--- src/design/uop_defs.svh ---
// register map, field positions and timing constants of the usb otg power and status block
//
// Operation
// - status bit 7: 1 = no cable or B cable
// - status bit 5: line state unchanged for 1 ms
// - status bit 3: vbus above session valid threshold
// - status bit 2: B device, vbus below threshold
// - status bit 0: A device, vbus above threshold
// - unimplemented bits, bits 31-8 read zero
// - control bits 7-4 enable the four pull resistors
// - pull control bit 2: software or hardware owns pulls
// - control bit 3 powers the vbus line
// - bit 1 charges vbus, bit 0 discharges vbus
// - power bit 7: activity seen, notification not delivered
// - sleep guard bit 4 blocks sleep on activity
// - busy bit 3: active or not yet re-enableable; a re-enable during the drain is still taken at once
// - suspend bit 1 gates usb clock, transceiver low power
// - enable bit 0; off holds pull, vbus, usb clock, analog and pin ownership outputs inactive
// - resume flag after K state for 2.5 us
// - idle flag after 3 ms continuous idle
// - clearing token done advances the token fifo
// - error summary only from enabled error sources
`ifndef UOP_DEFS_SVH
`define UOP_DEFS_SVH

// byte offsets of the registers
`define UOP_OFF_STATUS   8'h00
`define UOP_OFF_OTGCON   8'h04
`define UOP_OFF_PWRC     8'h08
`define UOP_OFF_IRQF     8'h0C
`define UOP_OFF_ERRSTAT  8'h10
`define UOP_OFF_ERREN    8'h14
`define UOP_RESET_BYTE   8'h00
`define UOP_ZERO_WORD    32'h0000_0000

// status fields
`define UOP_ST_ID        7
`define UOP_ST_LSTABLE   5
`define UOP_ST_SESSV     3
`define UOP_ST_BSEND     2
`define UOP_ST_AVBUS     0
// otg control fields
`define UOP_OC_PULLS_HI  7
`define UOP_OC_PULLS_LO  4
`define UOP_OC_VBUS_POWER_ON    3
`define UOP_OC_SWPULL    2
`define UOP_OC_CHARGE    1
`define UOP_OC_DISCHG    0
`define UOP_OC_MASK      8'hFF
// power control fields
`define UOP_PC_ACTPND    7
`define UOP_PC_SLPGRD    4
`define UOP_PC_BUSY      3
`define UOP_PC_SUSPEND   1
`define UOP_PC_ENABLE    0
`define UOP_PC_WMASK     8'h13
// interrupt flag fields
`define UOP_IF_STALL     7
`define UOP_IF_ATTACH    6
`define UOP_IF_RESUME    5
`define UOP_IF_IDLE      4
`define UOP_IF_TOKEN     3
`define UOP_IF_SOF       2
`define UOP_IF_ERROR     1
`define UOP_IF_RESET     0
`define UOP_IF_W1C_MASK  8'hFD

// timing
`define UOP_CLK_NS       25
`define UOP_LSTABLE_NS   1000000
`define UOP_RESUME_NS    2500
`define UOP_IDLE_NS      3000000
`define UOP_TMR_W        18
`define UOP_DRAIN_CYCLES 4'hF

`endif

--- src/design/uop_pkg.sv ---
// types shared by the usb otg power and status block
`default_nettype none
package uop_pkg;
  typedef logic [31:0] uop_word_t;
  typedef logic [7:0]  uop_byte_t;
  // module power sequencing
  typedef enum logic [2:0] {
    UOP_PWR_OFF   = 3'b001,
    UOP_PWR_ON    = 3'b010,
    UOP_PWR_DRAIN = 3'b100
  } uop_pwr_state_t;
endpackage : uop_pkg
`default_nettype wire

--- src/design/uop_tmr_if.sv ---
// restart and expiry signals between the block and one persistence timer
`default_nettype none
interface uop_tmr_if;
  logic restart;
  logic hit;
  modport owner (output restart, input hit);
  modport timer (input restart, output hit);
endinterface : uop_tmr_if
`default_nettype wire

--- src/design/uop_top.sv ---
// usb otg status, pin control and power control with an ahb-lite register slave
`include "uop_defs.svh"
`default_nettype none
module uop_top #(
  parameter logic [`UOP_TMR_W-1:0] LSTABLE_CYCLES =
    `UOP_TMR_W'((`UOP_LSTABLE_NS + `UOP_CLK_NS - 1) / `UOP_CLK_NS),
  parameter logic [`UOP_TMR_W-1:0] IDLE_CYCLES    =
    `UOP_TMR_W'((`UOP_IDLE_NS + `UOP_CLK_NS - 1) / `UOP_CLK_NS)
) (
  // clock and reset
  input  wire logic              CLK_I,
  input  wire logic              RST_B_I,
  // ahb-lite slave
  input  wire logic              HSEL_I,
  input  wire uop_pkg::uop_word_t HADDR_I,
  input  wire logic [1:0]        HTRANS_I,
  input  wire logic              HWRITE_I,
  input  wire logic [2:0]        HSIZE_I,
  input  wire uop_pkg::uop_word_t HWDATA_I,
  input  wire logic              HREADY_I,
  output logic                   HREADYOUT_O,
  output logic                   HRESP_O,
  output uop_pkg::uop_word_t     HRDATA_O,
  // cable side levels, asynchronous
  input  wire logic              CABLE_IDENTITY_I,
  input  wire logic              VBUS_SESSION_VALID_I,
  input  wire logic              DPLUS_I,
  input  wire logic              DMINUS_I,
  // protocol engine events and hardware pull requests
  input  wire logic              STALL_EV_I,
  input  wire logic              ATTACH_EV_I,
  input  wire logic              TOKEN_DONE_EV_I,
  input  wire logic              FRAME_START_EV_I,
  input  wire logic              BUS_RESET_EV_I,
  input  wire uop_pkg::uop_byte_t ERROR_EV_I,
  input  wire logic [3:0]        HW_PULLS_I,
  input  wire logic              ACTIVITY_ACK_I,
  // pads and power control
  output logic                   DPLUS_PULLUP_O,
  output logic                   DMINUS_PULLUP_O,
  output logic                   DPLUS_PULLDOWN_O,
  output logic                   DMINUS_PULLDOWN_O,
  output logic                   VBUS_POWER_O,
  output logic                   VBUS_CHARGE_O,
  output logic                   VBUS_DISCHARGE_O,
  output logic                   USB_CLK_RUN_O,
  output logic                   XCVR_LOW_POWER_O,
  output logic                   ANALOG_ENABLE_O,
  output logic                   PINS_OWNED_O,
  output logic                   SLEEP_BLOCK_O,
  output logic                   TOKEN_FIFO_ADVANCE_O,
  output logic                   ACTIVITY_PENDING_O
);
  import uop_pkg::*;

  localparam logic [`UOP_TMR_W-1:0] RESUME_CYCLES =
    `UOP_TMR_W'((`UOP_RESUME_NS + `UOP_CLK_NS - 1) / `UOP_CLK_NS);
  localparam int unsigned N_SYNC = 4;

  // ---------------------------------------------------------------- pin synchronisers
  logic [N_SYNC-1:0] pin_raw;
  logic [N_SYNC-1:0] sync1_q;
  logic [N_SYNC-1:0] sync2_q;
  logic [N_SYNC-1:0] prev_q;

  assign pin_raw = {CABLE_IDENTITY_I, VBUS_SESSION_VALID_I, DPLUS_I, DMINUS_I};

  genvar gi;
  generate
    for (gi = 0; gi < N_SYNC; gi++) begin : g_sync
      always_ff @(posedge CLK_I or negedge RST_B_I) begin
        if (!RST_B_I) begin
          sync1_q[gi] <= 1'b0;
          sync2_q[gi] <= 1'b0;
          prev_q[gi]  <= 1'b0;
        end else begin
          sync1_q[gi] <= pin_raw[gi];
          sync2_q[gi] <= sync1_q[gi];
          prev_q[gi]  <= sync2_q[gi];
        end
      end
    end
  endgenerate

  wire id_s   = sync2_q[3];
  wire vbus_s = sync2_q[2];
  wire dp_s   = sync2_q[1];
  wire dm_s   = sync2_q[0];

  // full-speed line states
  wire line_se0 = ~dp_s & ~dm_s;
  wire line_j   = dp_s & ~dm_s;
  wire line_k   = ~dp_s & dm_s;
  wire line_chg = (dp_s ^ prev_q[1]) | (dm_s ^ prev_q[0]);
  wire any_chg  = |(sync2_q ^ prev_q);

  // ---------------------------------------------------------------- registers
  logic [7:0]     otgcon_q;
  logic [7:0]     otgcon_d;
  logic [7:0]     pwrc_q;
  logic [7:0]     pwrc_d;
  logic [7:0]     irqf_q;
  logic [7:0]     irqf_d;
  logic [7:0]     errstat_q;
  logic [7:0]     errstat_d;
  logic [7:0]     erren_q;
  logic [7:0]     erren_d;
  logic           act_pend_q;
  logic           act_pend_d;
  logic           resume_hit_q;
  logic           idle_hit_q;
  logic           fifo_adv_q;
  logic [3:0]     drain_q;
  logic [3:0]     drain_d;
  uop_pwr_state_t pwr_q;
  uop_pwr_state_t pwr_d;

  wire enable_w  = pwrc_q[`UOP_PC_ENABLE];
  wire suspend_w = pwrc_q[`UOP_PC_SUSPEND];
  wire guard_w   = pwrc_q[`UOP_PC_SLPGRD];
  wire busy_w    = (pwr_q != UOP_PWR_OFF);

  // ---------------------------------------------------------------- ahb-lite slave
  logic       dph_wr_q;
  logic       dph_rd_q;
  logic [7:0] dph_addr_q;
  uop_word_t  rdata_q;

  wire addr_take = HSEL_I & HREADY_I & HTRANS_I[1];
  wire wr_now    = dph_wr_q;
  wire [7:0] wbyte = HWDATA_I[7:0];

  wire wr_otgcon  = wr_now & (dph_addr_q == `UOP_OFF_OTGCON);
  wire wr_pwrc    = wr_now & (dph_addr_q == `UOP_OFF_PWRC);
  wire wr_irqf    = wr_now & (dph_addr_q == `UOP_OFF_IRQF);
  wire wr_errstat = wr_now & (dph_addr_q == `UOP_OFF_ERRSTAT);
  wire wr_erren   = wr_now & (dph_addr_q == `UOP_OFF_ERREN);

  // zero wait states, always okay
  assign HREADYOUT_O = 1'b1;
  assign HRESP_O     = 1'b0;
  assign HRDATA_O    = rdata_q;

  // ---------------------------------------------------------------- timers
  uop_tmr_if tmr_lstable ();
  uop_tmr_if tmr_resume ();
  uop_tmr_if tmr_idle ();

  // any change of the d+ or d- level restarts the stability window
  assign tmr_lstable.restart = line_chg | ~enable_w;
  assign tmr_resume.restart  = ~line_k | ~enable_w;
  assign tmr_idle.restart    = ~line_j | ~enable_w;

  uop_persist #(.LIMIT(LSTABLE_CYCLES)) u_lstable (
    .clk_i   (CLK_I),
    .rst_b_i (RST_B_I),
    .tmr     (tmr_lstable.timer)
  );

  uop_persist #(.LIMIT(RESUME_CYCLES)) u_resume (
    .clk_i   (CLK_I),
    .rst_b_i (RST_B_I),
    .tmr     (tmr_resume.timer)
  );

  uop_persist #(.LIMIT(IDLE_CYCLES)) u_idle (
    .clk_i   (CLK_I),
    .rst_b_i (RST_B_I),
    .tmr     (tmr_idle.timer)
  );

  // flags take only the first cycle of a persisting state
  wire resume_ev = tmr_resume.hit & ~resume_hit_q;
  wire idle_ev   = tmr_idle.hit & ~idle_hit_q;

  // ---------------------------------------------------------------- status word
  uop_byte_t status_w;
  assign status_w[`UOP_ST_ID]      = id_s;
  assign status_w[6]               = 1'b0;
  assign status_w[`UOP_ST_LSTABLE] = tmr_lstable.hit;
  assign status_w[4]               = 1'b0;
  assign status_w[`UOP_ST_SESSV]   = vbus_s;
  // a low identity level marks the A role, a high one the B role
  assign status_w[`UOP_ST_BSEND]   = id_s & ~vbus_s;
  assign status_w[1]               = 1'b0;
  assign status_w[`UOP_ST_AVBUS]   = ~id_s & vbus_s;

  // ---------------------------------------------------------------- next values
  assign otgcon_d = wr_otgcon ? (wbyte & `UOP_OC_MASK) : otgcon_q;

  assign pwrc_d = wr_pwrc ? (wbyte & `UOP_PC_WMASK) : pwrc_q;

  // error sources latch only while the block is on, regardless of their enable bits; only enabled ones reach the summary
  assign errstat_d = (ERROR_EV_I & {8{enable_w}})
                   | (errstat_q & ~(wr_errstat ? wbyte : `UOP_RESET_BYTE));
  assign erren_d   = wr_erren ? wbyte : erren_q;

  // hardware set wins over a write-one clear in the same cycle
  uop_byte_t irq_set;
  uop_byte_t irq_clr;
  assign irq_set[`UOP_IF_STALL]  = STALL_EV_I;
  assign irq_set[`UOP_IF_ATTACH] = ATTACH_EV_I;
  assign irq_set[`UOP_IF_RESUME] = resume_ev;
  assign irq_set[`UOP_IF_IDLE]   = idle_ev;
  assign irq_set[`UOP_IF_TOKEN]  = TOKEN_DONE_EV_I;
  assign irq_set[`UOP_IF_SOF]    = FRAME_START_EV_I;
  assign irq_set[`UOP_IF_ERROR]  = 1'b0;
  assign irq_set[`UOP_IF_RESET]  = BUS_RESET_EV_I;
  assign irq_clr = wr_irqf ? (wbyte & `UOP_IF_W1C_MASK) : `UOP_RESET_BYTE;

  wire err_summary = |(errstat_d & erren_d);

  always_comb begin
    irqf_d = ((irq_set & {8{enable_w}}) | (irqf_q & ~irq_clr));
    irqf_d[`UOP_IF_ERROR] = err_summary;
  end

  // a clear of a set token-done flag moves the token fifo on
  wire token_clear = irq_clr[`UOP_IF_TOKEN] & irqf_q[`UOP_IF_TOKEN];

  // activity is latched until the notification is taken, set wins over ack
  assign act_pend_d = (enable_w & any_chg) | (act_pend_q & ~ACTIVITY_ACK_I);

  // ---------------------------------------------------------------- power sequencing
  always_comb begin
    pwr_d   = pwr_q;
    drain_d = drain_q;
    case (pwr_q)
      UOP_PWR_OFF: begin
        if (enable_w) begin
          pwr_d = UOP_PWR_ON;
        end
      end
      UOP_PWR_ON: begin
        if (!enable_w) begin
          pwr_d   = UOP_PWR_DRAIN;
          drain_d = `UOP_DRAIN_CYCLES;
        end
      end
      UOP_PWR_DRAIN: begin
        // a re-enable during the drain returns straight to on; otherwise the count runs down to off
        if (enable_w) begin
          pwr_d = UOP_PWR_ON;
        end else if (drain_q == 4'h0) begin
          pwr_d = UOP_PWR_OFF;
        end else begin
          drain_d = drain_q - 4'h1;
        end
      end
      default: begin
        pwr_d   = UOP_PWR_OFF;
        drain_d = 4'h0;
      end
    endcase
  end

  // ---------------------------------------------------------------- read data
  uop_byte_t pwrc_rd;
  uop_byte_t rd_byte;
  always_comb begin
    pwrc_rd                 = pwrc_d & `UOP_PC_WMASK;
    pwrc_rd[`UOP_PC_ACTPND] = act_pend_d;
    pwrc_rd[`UOP_PC_BUSY]   = (pwr_d != UOP_PWR_OFF);
  end

  // read data is taken from next values so a write just ahead is seen
  always_comb begin
    case (HADDR_I[7:0])
      `UOP_OFF_STATUS:  rd_byte = status_w;
      `UOP_OFF_OTGCON:  rd_byte = otgcon_d;
      `UOP_OFF_PWRC:    rd_byte = pwrc_rd;
      `UOP_OFF_IRQF:    rd_byte = irqf_d;
      `UOP_OFF_ERRSTAT: rd_byte = errstat_d;
      `UOP_OFF_ERREN:   rd_byte = erren_d;
      default:          rd_byte = `UOP_RESET_BYTE;
    endcase
  end

  wire rd_hit = addr_take & ~HWRITE_I & (HADDR_I[31:8] == 24'h00_0000);

  // ---------------------------------------------------------------- flip-flops
  always_ff @(posedge CLK_I or negedge RST_B_I) begin
    if (!RST_B_I) begin
      dph_wr_q   <= 1'b0;
      dph_rd_q   <= 1'b0;
      dph_addr_q <= `UOP_RESET_BYTE;
      rdata_q    <= `UOP_ZERO_WORD;
    end else begin
      dph_wr_q   <= addr_take & HWRITE_I & (HADDR_I[31:8] == 24'h00_0000);
      dph_rd_q   <= rd_hit;
      dph_addr_q <= HADDR_I[7:0];
      rdata_q    <= rd_hit ? {24'h00_0000, rd_byte} : `UOP_ZERO_WORD;
    end
  end

  always_ff @(posedge CLK_I or negedge RST_B_I) begin
    if (!RST_B_I) begin
      otgcon_q  <= `UOP_RESET_BYTE;
      pwrc_q    <= `UOP_RESET_BYTE;
      erren_q   <= `UOP_RESET_BYTE;
      errstat_q <= `UOP_RESET_BYTE;
      irqf_q    <= `UOP_RESET_BYTE;
    end else begin
      otgcon_q  <= otgcon_d;
      pwrc_q    <= pwrc_d;
      erren_q   <= erren_d;
      errstat_q <= errstat_d;
      irqf_q    <= irqf_d;
    end
  end

  always_ff @(posedge CLK_I or negedge RST_B_I) begin
    if (!RST_B_I) begin
      act_pend_q   <= 1'b0;
      resume_hit_q <= 1'b0;
      idle_hit_q   <= 1'b0;
      fifo_adv_q   <= 1'b0;
      drain_q      <= 4'h0;
      pwr_q        <= UOP_PWR_OFF;
    end else begin
      act_pend_q   <= act_pend_d;
      resume_hit_q <= tmr_resume.hit;
      idle_hit_q   <= tmr_idle.hit;
      fifo_adv_q   <= token_clear;
      drain_q      <= drain_d;
      pwr_q        <= pwr_d;
    end
  end

  // ---------------------------------------------------------------- pads and power
  // pull requests come from software or from the engine, never both
  wire [3:0] pulls_sel = otgcon_q[`UOP_OC_SWPULL] ?
                         otgcon_q[`UOP_OC_PULLS_HI:`UOP_OC_PULLS_LO] : HW_PULLS_I;
  wire [3:0] pulls_out = pulls_sel & {4{enable_w}};

  assign DPLUS_PULLUP_O    = pulls_out[3];
  assign DMINUS_PULLUP_O   = pulls_out[2];
  assign DPLUS_PULLDOWN_O  = pulls_out[1];
  assign DMINUS_PULLDOWN_O = pulls_out[0];

  assign VBUS_POWER_O     = enable_w & otgcon_q[`UOP_OC_VBUS_POWER_ON];
  assign VBUS_CHARGE_O    = enable_w & otgcon_q[`UOP_OC_CHARGE];
  assign VBUS_DISCHARGE_O = enable_w & otgcon_q[`UOP_OC_DISCHG];

  // suspend stops the 48 mhz clock and parks the transceiver; disable does both
  assign USB_CLK_RUN_O    = enable_w & ~suspend_w;
  assign XCVR_LOW_POWER_O = suspend_w | ~enable_w;
  assign ANALOG_ENABLE_O  = enable_w;
  assign PINS_OWNED_O     = enable_w;

  // guard blocks sleep while lines move or a notification is owed
  assign SLEEP_BLOCK_O = guard_w & (any_chg | act_pend_q);

  assign TOKEN_FIFO_ADVANCE_O = fifo_adv_q;
  assign ACTIVITY_PENDING_O   = act_pend_q;

  // hsize and the read flag are not needed: every access is a full word
  wire unused_ok = &{1'b0, HSIZE_I, dph_rd_q, line_se0, busy_w};
endmodule : uop_top
`default_nettype wire

--- src/design/uop_persist.sv ---
// persistence timer: hit rises once a condition has held for LIMIT cycles
`include "uop_defs.svh"
`default_nettype none
module uop_persist #(
  parameter logic [`UOP_TMR_W-1:0] LIMIT = 18'h00001
) (
  // clock and reset
  input  wire logic clk_i,
  input  wire logic rst_b_i,
  // control
  uop_tmr_if.timer  tmr
);
  logic [`UOP_TMR_W-1:0] cnt_q;
  logic [`UOP_TMR_W-1:0] cnt_d;
  wire                   at_limit = (cnt_q >= LIMIT);

  // saturates so hit stays high while the condition keeps holding
  assign cnt_d   = tmr.restart ? {`UOP_TMR_W{1'b0}} :
                   at_limit    ? cnt_q : cnt_q + 1'b1;
  assign tmr.hit = at_limit & ~tmr.restart;

  always_ff @(posedge clk_i or negedge rst_b_i) begin
    if (!rst_b_i) begin
      cnt_q <= {`UOP_TMR_W{1'b0}};
    end else begin
      cnt_q <= cnt_d;
    end
  end
endmodule : uop_persist
`default_nettype wire

--- config.mk ---
export PLATFORM = sky130hd
export DESIGN_NAME = uop_top
export DESIGN_NICKNAME = d
export VERILOG_FILES = /design/src/design/uop_pkg.sv /design/src/design/uop_tmr_if.sv /design/src/design/uop_top.sv /design/src/design/uop_persist.sv
export VERILOG_INCLUDE_DIRS = /design/src /design/src/design
export SDC_FILE = /design/constraint.sdc
export NUM_CORES = 1
export LEC_CHECK = 0
export BUFFER_PORTS_ARGS = -buffer_cell sky130_fd_sc_hd__buf_2
export CAP_MARGIN = 10
export CORE_MARGIN = 3
export CORE_UTILIZATION = 58
export DETAILED_ROUTE_END_ITERATION = 16
export PLACE_DENSITY = 0.85
export SLEW_MARGIN = 20
export SYNTH_ARGS = -nofsm -noshare
export SYNTH_HDL_FRONTEND = slang
export SYNTH_SLANG_ARGS = --single-unit
--- constraint.sdc ---
create_clock -name CLK_I -period 5.65 [get_ports CLK_I]
set_input_delay 0.565 -clock CLK_I [delete_from_list [all_inputs] [get_ports CLK_I]]
set_output_delay 0.565 -clock CLK_I [all_outputs]
set_load 0.01 [all_outputs]
==> impl_summary.log, run 1 <==
INFO  metric outcome = finished clean
INFO  metric postCtsSetupRepairBufs = 0
INFO  metric clkLatencyLatePin = 0.52 ns
INFO  metric placed_cells_incl_taps = 812
INFO  metric wl_per_cell = 16.90 um
INFO  metric netlist.top_cell.by_area = sky130_fd_sc_hd__dfrtp_1
INFO  metric layout.area.seq = 3204 sq um
INFO  metric finalCritPeriodShare = 54.04%
INFO  metric regToRegStartpoint = dph_addr_q[1]$_DFF_PN0_
INFO  metric top_signal_layer_used = met4
INFO  metric min_to = sync1_q[3]$_DFF_PN0_
INFO  metric worst_path_arrival = 3.40 ns
INFO  metric hold_path_startpoint = CABLE_IDENTITY_I
INFO  metric coreArea = 10370 sq um
INFO  metric pin_count_of_the_biggest_net_entering_global_routing = 78
INFO  metric first_global_vias = 4762
INFO  metric drt_iter0_markers = 349
INFO  metric start_util = 59.85%
INFO  metric synth_largest_type_area_fraction = 51.21%
INFO  metric via_per_inst = 5.764
INFO  metric antenna_found_initial = 0
INFO  metric synth-seq-area-share = 51.63%
INFO  metric cts_tree = done
INFO  metric seq_cells_post_synth = 128
INFO  metric critPathLaunch = dph_addr_q[1]$_DFF_PN0_
INFO  metric post-synth-top-count-cell = sky130_fd_sc_hd__dfrtp_1
INFO  metric path_clk_slew = 0.06 ns
INFO  metric ys_top_cells_by_area = sky130_fd_sc_hd__dfrtp_1, sky130_fd_sc_hd__xor2_1, sky130_fd_sc_hd__nor2_1, sky130_fd_sc_hd__buf_4, sky130_fd_sc_hd__nand2_1
INFO  metric switching_power = 0.5860 mW
INFO  metric drt_first_pass_iters = 5
INFO  metric tightest_slew = 1.006 ns
INFO  metric die_w = 109.4 um
INFO  metric timing.final.setup_violations = 0
INFO  metric crit_path_start_kind = register
INFO  metric finClkSkew = 0.008962 ns
INFO  metric globalRouteOverflowTotal = 0
INFO  metric synthesis.instances = 611
INFO  metric synthFlopType = sky130_fd_sc_hd__dfrtp_1
INFO  metric edff_count_synth = 0
INFO  metric post-place-ws = 2.715 ns
INFO  metric peakVddDrop = 255.4 uV
INFO  metric path_class = reg -> reg
INFO  metric drt-total-wl = 14.27 mm
INFO  metric post_synth_instance_area = 6206 sq um
INFO  metric netlist_top_cells_count = sky130_fd_sc_hd__dfrtp_1, sky130_fd_sc_hd__nor2_1, sky130_fd_sc_hd__nand2_1
INFO  metric pwr-share-seq = 43.8%
INFO  metric required_time_of_the_critical_path = 6.00 ns
INFO  metric port-buffer-count = 89
INFO  metric finalNonFillerCells = 844
INFO  metric fin_util = 69.38%
INFO  metric multi_input_comb_area = 2688 sq um
INFO  metric setup_repair_after_global_routing_missed_its_margin = no
INFO  metric fill_cells = 751
INFO  metric cts_hold_buffers = 0
INFO  metric avgSynthCellArea = 10.16 sq um
INFO  metric regToRegEndpoint = HRDATA_O[1]$_DFF_PN0_
INFO  metric top_level_ports = 144
INFO  metric layout-drive-gt1-share = 19.92%
INFO  metric timing_hold_violations_final = 0
INFO  metric netlist-cell-type-count = 65
INFO  metric cts_buffers = 17
INFO  metric sum_of_routed_wire_segments_on_met1 = 5.989 mm
INFO  metric cts-root-to-sink-buffers = 2
INFO  metric dr_wl_met2 = 7.030 mm
INFO  metric cts_sinks = 128
INFO  metric power.density = 315.7 nW/um^2
INFO  metric combPwrFrac = 10.4%
INFO  metric power.share.switching = 25.80%
INFO  metric final-max-slew-violation-count = 0
INFO  metric sort_of_element_at_the_end_of_the_critical_path = register
INFO  metric ctsResizeCount = 0
INFO  metric worst-r2r-setup-slack = 2.60 ns
INFO  metric intPower = 1.685 mW
INFO  metric post_synthesis_to_final_layout_area_growth = 15.93%
INFO  metric cts_htree_levels = 4
INFO  metric leakage = 3.299 nW
INFO  metric ff2ff_path_depth = 7
INFO  metric setup_tns = 0 ns
INFO  metric critical_path.max_fanout = 6
INFO  metric fp-row-count = 37
INFO  metric grt_first_pass_wirelength = 23.02 mm
INFO  metric wl_met3 = 898 um
INFO  metric die_height = 109.4 um
INFO  metric grt_util_all_layers = 24.89%
INFO  metric worst_hold_path.num_cells = 1
INFO  metric post-dp-hpwl = 10.07 mm
INFO  metric detail-route-antenna-nets = 0
INFO  metric routabilityCongestion = 0.8927
INFO  metric final_period_minus_worst_setup_slack = 3.053 ns
INFO  metric ys.warnings.count = 0
INFO  metric synth-async-reset-ratio = 100.0%
INFO  metric worst_slack = 2.597 ns
INFO  metric timing.fmax = 327.5 MHz
INFO  metric power.clock.fraction = 45.8%
INFO  metric total_number_of_vias = 4865
INFO  metric detail_route.drc_violations = 0
INFO  metric finish.net_count = 798
INFO  metric die_area = 11980 sq um
INFO  metric diodes = 0
INFO  metric cts_root_buf = sky130_fd_sc_hd__clkbuf_8
INFO  metric tightest_slew_margin_relative_to_the_limit = 32.63%
INFO  metric cap_viol_max_count = 0
INFO  metric worstHoldPathType = in -> reg
[cell families (layout without fill, tap and decap cells)]
family	after synthesis	after routing	synth area share, %
and+or+nand+nor	238	238	19.56
DFF	128	128	51.63
AOI/OAI and AO/OA	98	98	11.41
buffers and inverters	77	150	6.512
xor gates and xnor gates	40	40	5.645
muxes	21	21	3.710
adders and majority gates	7	7	1.411
other	2	26	0.1210
[layer usage]
layer | global-route usage, % | vias to the layer above
li1 | - | 2255
met1 | 32.06 | 2365
met2 | 41.67 | 210
met3 | 4.756 | 35
met4 | 9.884 | 0
met5 | 0 | -
[area by class of cell]
class,count,share of cell area [%]
Sequential cell,128,44.54
Clock buffer,19,6.000
Inverter,27,1.409
Tap cell,136,2.365
Timing Repair Buffer,91,6.435
Multi-Input combinational cell,430,37.36
Clock inverter,13,1.896
[registers in the layout (all words and copies together) (netlist names), 3 cells and up]
name	cells
u_idle.cnt_q	18
u_lstable.cnt_q	18
u_resume.cnt_q	18
HRDATA_O	8
dph_addr_q	8
erren_q	8
errstat_q	8
otgcon_q	8
irqf_q	7
drain_q	4
prev_q	4
sync1_q	4
pwr_q	3
pwrc_q	3
[cells in the final DEF (no fill, tap or decap), types with 4 or more instances in the layout]
master,count
sky130_fd_sc_hd__xor2_1,27
sky130_fd_sc_hd__clkinvlp_4,4
sky130_fd_sc_hd__o21ai_0,15
sky130_fd_sc_hd__clkinv_2,4
sky130_fd_sc_hd__a22o_1,8
sky130_fd_sc_hd__and3_1,15
sky130_fd_sc_hd__inv_1,27
sky130_fd_sc_hd__a22oi_1,6
sky130_fd_sc_hd__nand3_1,19
sky130_fd_sc_hd__a21oi_1,13
sky130_fd_sc_hd__ha_1,7
sky130_fd_sc_hd__nand4_1,10
sky130_fd_sc_hd__a21o_1,4
sky130_fd_sc_hd__o41ai_1,4
sky130_fd_sc_hd__nand2_1,52
sky130_fd_sc_hd__o31ai_1,4
sky130_fd_sc_hd__and2_1,22
sky130_fd_sc_hd__xnor2_1,13
sky130_fd_sc_hd__nor3_1,13
sky130_fd_sc_hd__nor4_1,10
sky130_fd_sc_hd__mux2_2,8
sky130_fd_sc_hd__clkbuf_16,16
sky130_fd_sc_hd__conb_1,26
sky130_fd_sc_hd__o22ai_1,4
sky130_fd_sc_hd__a31oi_1,9
sky130_fd_sc_hd__buf_2,88
sky130_fd_sc_hd__mux2i_1,11
sky130_fd_sc_hd__dfrtp_1,127
sky130_fd_sc_hd__nor2_1,61
sky130_fd_sc_hd__nand2b_1,14
sky130_fd_sc_hd__and4_1,4
[worst max-delay path: stages, from the launching register on]
cell,delay (ns)
sky130_fd_sc_hd__dfrtp_1,0.38
sky130_fd_sc_hd__nor4_1,0.82
sky130_fd_sc_hd__and3_1,0.51
sky130_fd_sc_hd__mux2i_1,0.28
sky130_fd_sc_hd__inv_1,0.09
sky130_fd_sc_hd__a2111oi_0,0.52
sky130_fd_sc_hd__a31o_2,0.23
sky130_fd_sc_hd__a31oi_1,0.06
[through the flow]
stage	area (sq um)	hold WS (ns)	power, mW
floorplan	6296	0.2694	1.163
global route	7194	0.1465	2.351
global placement	6626	0.3323	1.223
detailed placement	6626	0.3347	1.241
finish	7194	0.1539	2.271
CTS	7194	0.1482	2.274
[how the worst max path moves through the flow]
stage | cells past startpoint | to
after global placement | 7 | HRDATA_O[1]$_DFF_PN0_
after floorplan | 7 | HRDATA_O[7]$_DFF_PN0_
after detailed placement | 7 | HRDATA_O[1]$_DFF_PN0_
after CTS | 7 | HRDATA_O[1]$_DFF_PN0_
final | 7 | HRDATA_O[1]$_DFF_PN0_
after global routing | 7 | HRDATA_O[1]$_DFF_PN0_
[power groups by stage]
stage	combinational [mW]	clock (mW)	sequential [mW]
after floorplan	0.179	0	0.984
after global placement	0.216	0	1.01
after detailed placement	0.232	0	1.01
after CTS	0.234	1.05	0.993
after global routing	0.263	1.09	1.00
final	0.236	1.04	0.994
Power figures use the tool's default switching activity.
==> inputs of run 2 (changes only) <==
--- a/config.mk
+++ b/config.mk
@@ -9,9 +9,9 @@
 export BUFFER_PORTS_ARGS = -buffer_cell sky130_fd_sc_hd__buf_2
 export CAP_MARGIN = 10
 export CORE_MARGIN = 3
-export CORE_UTILIZATION = 58
+export CORE_UTILIZATION = 49
 export DETAILED_ROUTE_END_ITERATION = 16
-export PLACE_DENSITY = 0.85
+export PLACE_DENSITY = 0.77
 export SLEW_MARGIN = 20
 export SYNTH_ARGS = -nofsm -noshare
 export SYNTH_HDL_FRONTEND = slang
==> constraint.sdc (replaced) <==
create_clock -name CLK_I -period 2.72 [get_ports CLK_I]
set_input_delay 0.272 -clock CLK_I [delete_from_list [all_inputs] [get_ports CLK_I]]
set_output_delay 0.272 -clock CLK_I [all_outputs]
set_load 0.01 [all_outputs]
==> impl_summary.log, run 2 (synthesis gave the netlist of run 1 again) <==
INFO  metric die_area = 14050 sq um
INFO  metric clkLatencyLatePin = 0.41 ns
INFO  metric path_class = reg -> reg
INFO  metric leakage = 3.429 nW
INFO  metric via_per_inst = 5.479
INFO  metric die_height = 118.5 um
INFO  metric layout.cells.most_common = sky130_fd_sc_hd__dfrtp_1
INFO  metric placed_area = 6784 sq um
INFO  metric cts_tree = done
INFO  metric grt_util_all_layers = 21.63%
INFO  metric fin_area = 7515 sq um
INFO  metric post-dp-hpwl = 10.55 mm
INFO  metric antenna_found_initial = 0
INFO  metric finish.net_count = 822
INFO  metric worstHoldPathType = in -> reg
INFO  metric port-buffer-count = 89
INFO  metric regToRegEndpoint = HRDATA_O[1]$_DFF_PN0_
INFO  metric drt_first_pass_iters = 5
INFO  metric outcome = finished clean
INFO  metric drt_iter0_markers = 480
INFO  metric postCtsSetupRepairBufs = 0
INFO  metric intPower = 3.747 mW
INFO  metric fin_util = 61.54%
INFO  metric pwr-share-seq = 41.7%
INFO  metric grt_first_pass_wirelength = 24.63 mm
INFO  metric power.share.switching = 24.49%
INFO  metric report.power.total = 4.962 mW
INFO  metric cts_root_buf = sky130_fd_sc_hd__clkbuf_16
INFO  metric wl_per_cell = 16.28 um
INFO  metric cts-root-to-sink-buffers = 2
INFO  metric detail-route-antenna-nets = 0
INFO  metric total_number_of_vias = 4931
INFO  metric critical_path.max_fanout = 9
INFO  metric final-max-slew-violation-count = 0
INFO  metric timing.final.setup_violations = 0
INFO  metric power.clock.fraction = 48.1%
INFO  metric top_level_ports = 144
INFO  metric cts_htree_levels = 4
INFO  metric globalRouteOverflowTotal = 0
INFO  metric timing.fmax = 385.1 MHz
INFO  metric final_period_minus_worst_setup_slack = 2.597 ns
INFO  metric required_time_of_the_critical_path = 3.01 ns
INFO  metric finClkSkew = 0.007823 ns
INFO  metric sort_of_element_at_the_end_of_the_critical_path = register
INFO  metric worst_hold_path.num_cells = 1
INFO  metric timing_hold_violations_final = 0
INFO  metric largest_registers = u_idle.cnt_q: 18 flops, u_lstable.cnt_q: 18 flops, u_resume.cnt_q: 18 flops
INFO  metric coreArea = 12210 sq um
INFO  metric first_global_vias = 5070
INFO  metric worst-r2r-setup-slack = 0.12 ns
INFO  metric setup_repair_after_global_routing_missed_its_margin = no
INFO  metric cap_viol_max_count = 0
INFO  metric detail_route.drc_violations = 0
INFO  metric diodes = 0
INFO  metric final.hold.worst_slack = 0.01989 ns
INFO  metric combPwrFrac = 10.3%
INFO  metric fp-row-count = 40
INFO  metric routabilityCongestion = 0.9524
INFO  metric switching_power = 1.215 mW
INFO  metric min_to = dph_addr_q[1]$_DFF_PN0_
INFO  metric most-common-layout-cells = sky130_fd_sc_hd__dfrtp_1, sky130_fd_sc_hd__buf_2, sky130_fd_sc_hd__nor2_1
INFO  metric finalCritPeriodShare = 95.47%
INFO  metric crit_path_start_kind = register
INFO  metric post_synthesis_to_final_layout_area_growth = 21.09%
INFO  metric pin_count_of_the_biggest_net_entering_global_routing = 58
INFO  metric drt-total-wl = 14.66 mm
INFO  metric cts_sinks = 128
INFO  metric setup_tns = 0 ns
INFO  metric die_w = 118.5 um
INFO  metric regToRegStartpoint = dph_addr_q[1]$_DFF_PN0_
INFO  metric tightest_slew_margin_relative_to_the_limit = 58.37%
INFO  metric power.density = 660.3 nW/um^2
INFO  metric start_util = 50.82%
INFO  metric worst_path_arrival = 2.89 ns
INFO  metric path_clk_slew = 0.05 ns
INFO  metric peakVddDrop = 524.9 uV
INFO  metric cts_buffers = 17
INFO  metric ff2ff_path_depth = 6
INFO  metric tightest_slew = 0.6245 ns
INFO  metric layout-drive-gt1-share = 21.17%
INFO  metric hold_path_startpoint = HADDR_I[1]
-- run 2: cell types whose count changed in the layout (fill, tap and decap cells not counted), sizes merged --
cell and delta:
clkinvlp +3, dlygate4sd3 +10, bufinv +2, buf +14, inv -1, clkinv -4
-- run 2: per-layer routing --
layer  global-route usage [%]  share of wire, %
met5                        0                 0
met4                    6.951               1.9
met3                    6.124               6.2
met2                    36.20                50
met1                    27.16                42
-- run 2: power by group through the flow --
stage | Combinational (mW) | Clock, mW | Sequential (mW)
detailed placement | 0.493 | 0 | 2.10
global route | 0.570 | 2.50 | 2.08
floorplan | 0.372 | 0 | 2.04
finish | 0.510 | 2.38 | 2.07
CTS | 0.509 | 2.41 | 2.06
global placement | 0.458 | 0 | 2.09
-- run 2: final cells by class --
class,instances,area (sq um)
fillers,975,4697
clock buffers,19,442.9
inverters,27,101.3
clock inverters,13,186.4
repair buffers,115,680.7
flip-flops and latches,128,3204
well taps,168,210.2
multi-input cells,430,2689
-- run 2: metrics by stage --
stage	instances	worst slack, ns
floorplan	635	0.3427
global placement	858	0.2427
detailed placement	858	0.1219
CTS	900	0.08488
global route	900	0.03377
finish	900	0.1232
-- run 2: worst max-delay path by stage --
stage                                 start                    end  slack, ns  cells past startpoint
finish              dph_addr_q[1]$_DFF_PN0_  HRDATA_O[1]$_DFF_PN0_       0.12                      6
global route        dph_addr_q[1]$_DFF_PN0_  HRDATA_O[1]$_DFF_PN0_       0.03                      6
CTS                 dph_addr_q[1]$_DFF_PN0_  HRDATA_O[1]$_DFF_PN0_       0.08                      6
detailed placement  dph_addr_q[1]$_DFF_PN0_  HRDATA_O[1]$_DFF_PN0_       0.12                      6
global placement    dph_addr_q[1]$_DFF_PN0_  HRDATA_O[1]$_DFF_PN0_       0.24                      6
floorplan           dph_addr_q[1]$_DFF_PN0_  HRDATA_O[7]$_DFF_PN0_       0.34                      7
-- run 2: critical path, stage by stage, from the launching register on --
cell	delay [ns]
sky130_fd_sc_hd__dfrtp_1	0.37
sky130_fd_sc_hd__or4_4	0.63
sky130_fd_sc_hd__o41ai_1	0.56
sky130_fd_sc_hd__nand2_1	0.14
sky130_fd_sc_hd__a2111oi_1	0.50
sky130_fd_sc_hd__a31o_2	0.22
sky130_fd_sc_hd__a31oi_1	0.06
-- run 2: repair_timing --
item,in CTS,in global routing
setup endpoints to repair,0,1
hold buffers,10,0
gates resized for setup,0,1
endpoints found under the hold margin,51,0
==> inputs of run 3 (changes only) <==
--- a/config.mk
+++ b/config.mk
@@ -12,6 +12,7 @@
 export CORE_UTILIZATION = 49
 export DETAILED_ROUTE_END_ITERATION = 16
 export PLACE_DENSITY = 0.77
+export RECOVER_POWER = 100
 export SLEW_MARGIN = 20
 export SYNTH_ARGS = -nofsm -noshare
 export SYNTH_HDL_FRONTEND = slang
==> impl_summary.log, run 3 (synthesis gave the netlist of run 1 again) <==
INFO  metric gr-usage-met3 = 6.124%
INFO  metric cts_tree = done
INFO  metric tightest_slew = 1.094 ns
INFO  metric timing.fmax = 386.5 MHz
INFO  metric antenna_found_initial = 0
INFO  metric post-dp-hpwl = 10.55 mm
INFO  metric peakVddDrop = 525.2 uV
INFO  metric cts_sinks = 128
INFO  metric coreArea = 12210 sq um
INFO  metric power.clock.fraction = 48.2%
INFO  metric drt_first_pass_iters = 5
INFO  metric clkLatencyLatePin = 0.41 ns
INFO  metric report.power.total = 4.950 mW
INFO  metric detail-route-antenna-nets = 0
INFO  metric path_class = reg -> reg
INFO  metric port-buffer-count = 89
INFO  metric setup_repair_after_global_routing_missed_its_margin = no
INFO  metric intPower = 3.737 mW
INFO  metric fin_area = 7408 sq um
INFO  metric globalRouteOverflowTotal = 0
INFO  metric final-max-slew-violation-count = 0
INFO  metric crit_path_start_kind = register
INFO  metric drt-total-wl = 14.75 mm
INFO  metric die_area = 14050 sq um
INFO  metric largest_registers = u_idle.cnt_q: 18 flops, u_lstable.cnt_q: 18 flops, u_resume.cnt_q: 18 flops
INFO  metric die_w = 118.5 um
INFO  metric post_synthesis_to_final_layout_area_growth = 19.38%
INFO  metric layout-drive-gt1-share = 15.30%
INFO  metric drt_iter0_markers = 461
INFO  metric power.density = 668.2 nW/um^2
INFO  metric cap_viol_max_count = 0
INFO  metric via_per_inst = 5.471
INFO  metric layout.cells.most_common = sky130_fd_sc_hd__dfrtp_1
INFO  metric worstHoldPathType = in -> reg
INFO  metric top_usage_layer = met2
INFO  metric cts_buffers = 17
INFO  metric power.share.switching = 24.52%
INFO  metric detail_route.drc_violations = 0
INFO  metric ff2ff_path_depth = 6
INFO  metric grtUsageMet1 = 27.16%
INFO  metric timing_hold_violations_final = 0
INFO  metric timing.final.setup_violations = 0
INFO  metric placed_area = 6784 sq um
INFO  metric final_period_minus_worst_setup_slack = 2.587 ns
INFO  metric pin_count_of_the_biggest_net_entering_global_routing = 58
INFO  metric required_time_of_the_critical_path = 3.01 ns
INFO  metric grt_util_all_layers = 21.63%
INFO  metric finClkSkew = 0.007285 ns
INFO  metric grt_first_pass_wirelength = 24.63 mm
INFO  metric outcome = finished clean
INFO  metric fp-row-count = 40
INFO  metric setup_tns = 0 ns
INFO  metric cts_htree_levels = 4
INFO  metric switching_power = 1.214 mW
INFO  metric fill_cells = 1011
INFO  metric die_height = 118.5 um
INFO  metric sort_of_element_at_the_end_of_the_critical_path = register
INFO  metric diodes = 0
INFO  metric cts-root-to-sink-buffers = 2
INFO  metric path_clk_slew = 0.05 ns
INFO  metric postCtsSetupRepairBufs = 0
INFO  metric tightest_slew_margin_relative_to_the_limit = 27.08%
INFO  metric first_global_vias = 5070
INFO  metric finish.net_count = 822
INFO  metric critical_path.max_fanout = 9
INFO  metric start_util = 50.82%
INFO  metric combPwrFrac = 10.1%
INFO  metric pwr-share-seq = 41.8%
INFO  metric total_number_of_vias = 4924
INFO  metric leakage = 3.281 nW
INFO  metric routabilityCongestion = 0.9524
INFO  metric finalCritPeriodShare = 95.11%
INFO  metric worst_path_arrival = 2.88 ns
INFO  metric wl_per_cell = 16.39 um
INFO  metric cts_root_buf = sky130_fd_sc_hd__clkbuf_16
INFO  metric top_level_ports = 144
INFO  metric met2_layer_usage_reported_by_global_route = 36.20%
INFO  metric most-common-layout-cells = sky130_fd_sc_hd__dfrtp_1, sky130_fd_sc_hd__nor2_1, sky130_fd_sc_hd__buf_2
INFO  metric worst_hold_path.num_cells = 1
## run 3: power groups by stage
stage	sequential [mW]	clock, mW	combinational, mW
4_1_cts	2.06	2.41	0.509
3_5_place_dp	2.10	0	0.493
6_report	2.07	2.39	0.498
5_1_grt	2.08	2.50	0.559
3_3_place_gp	2.09	0	0.458
2_1_floorplan	2.04	0	0.372
## run 3: path summary, 6_finish.rpt
check,start,end,slack [ns]
hold reg to reg,sync1_q[3]$_DFF_PN0_,id_s$_DFF_PN0_,0.35
hold / removal,HADDR_I[1],dph_addr_q[1]$_DFF_PN0_,0.04
min in group asynchronous,RST_B_I,dph_addr_q[0]$_DFF_PN0_,0.61
setup / recovery,dph_addr_q[1]$_DFF_PN0_,HRDATA_O[1]$_DFF_PN0_,0.13
max in group asynchronous,RST_B_I,u_resume.cnt_q[10]$_DFFE_PN0P_,0.67
setup reg to reg,dph_addr_q[1]$_DFF_PN0_,HRDATA_O[1]$_DFF_PN0_,0.13
## run 3: cell type report
type | instances | area, sq um | share of cell area [%]
flip-flops and latches | 128 | 3204 | 43.25
clock inverters | 13 | 186.4 | 2.516
well taps | 168 | 210.2 | 2.837
multi-input cells | 430 | 2660 | 35.91
clock buffers | 19 | 442.9 | 5.979
repair buffers | 115 | 603.1 | 8.141
inverters | 27 | 101.3 | 1.368
## run 3: through the flow
stage          utilization [%]  std cells  worst slack, ns  hold WS [ns]
2_1_floorplan                -        635           0.3427      -0.02359
3_3_place_gp             55.55        858           0.2427        0.3006
3_5_place_dp             55.55        858           0.1219        0.3082
4_1_cts                  61.53        900          0.08488     0.0001136
5_1_grt                  60.67        900          0.05010       0.03769
6_report                 60.67        900           0.1330       0.03991
## run 3: critical path, cell delays in order (launching register included)
cell                        delay (ns)
sky130_fd_sc_hd__dfrtp_1          0.37
sky130_fd_sc_hd__or4_4            0.62
sky130_fd_sc_hd__o41ai_1          0.56
sky130_fd_sc_hd__nand2_1          0.14
sky130_fd_sc_hd__a2111oi_1        0.51
sky130_fd_sc_hd__a31o_2           0.22
sky130_fd_sc_hd__a31oi_1          0.06
## run 3: metal layers
metal | up-vias | routed length, um | part of all wire (%)
met3 | 22 | 995 | 6.7
met2 | 196 | 7405 | 50
met4 | 0 | 218 | 1.5
li1 | 2300 | - | -
met1 | 2406 | 6135 | 42
met5 | - | 0 | 0
## run 3: repair_timing
item / in CTS / in global routing
endpoints found under the setup margin: 0 / 1
gates resized for setup: 0 / 1
hold buffers: 10 / 0
hold endpoints to repair: 51 / 0
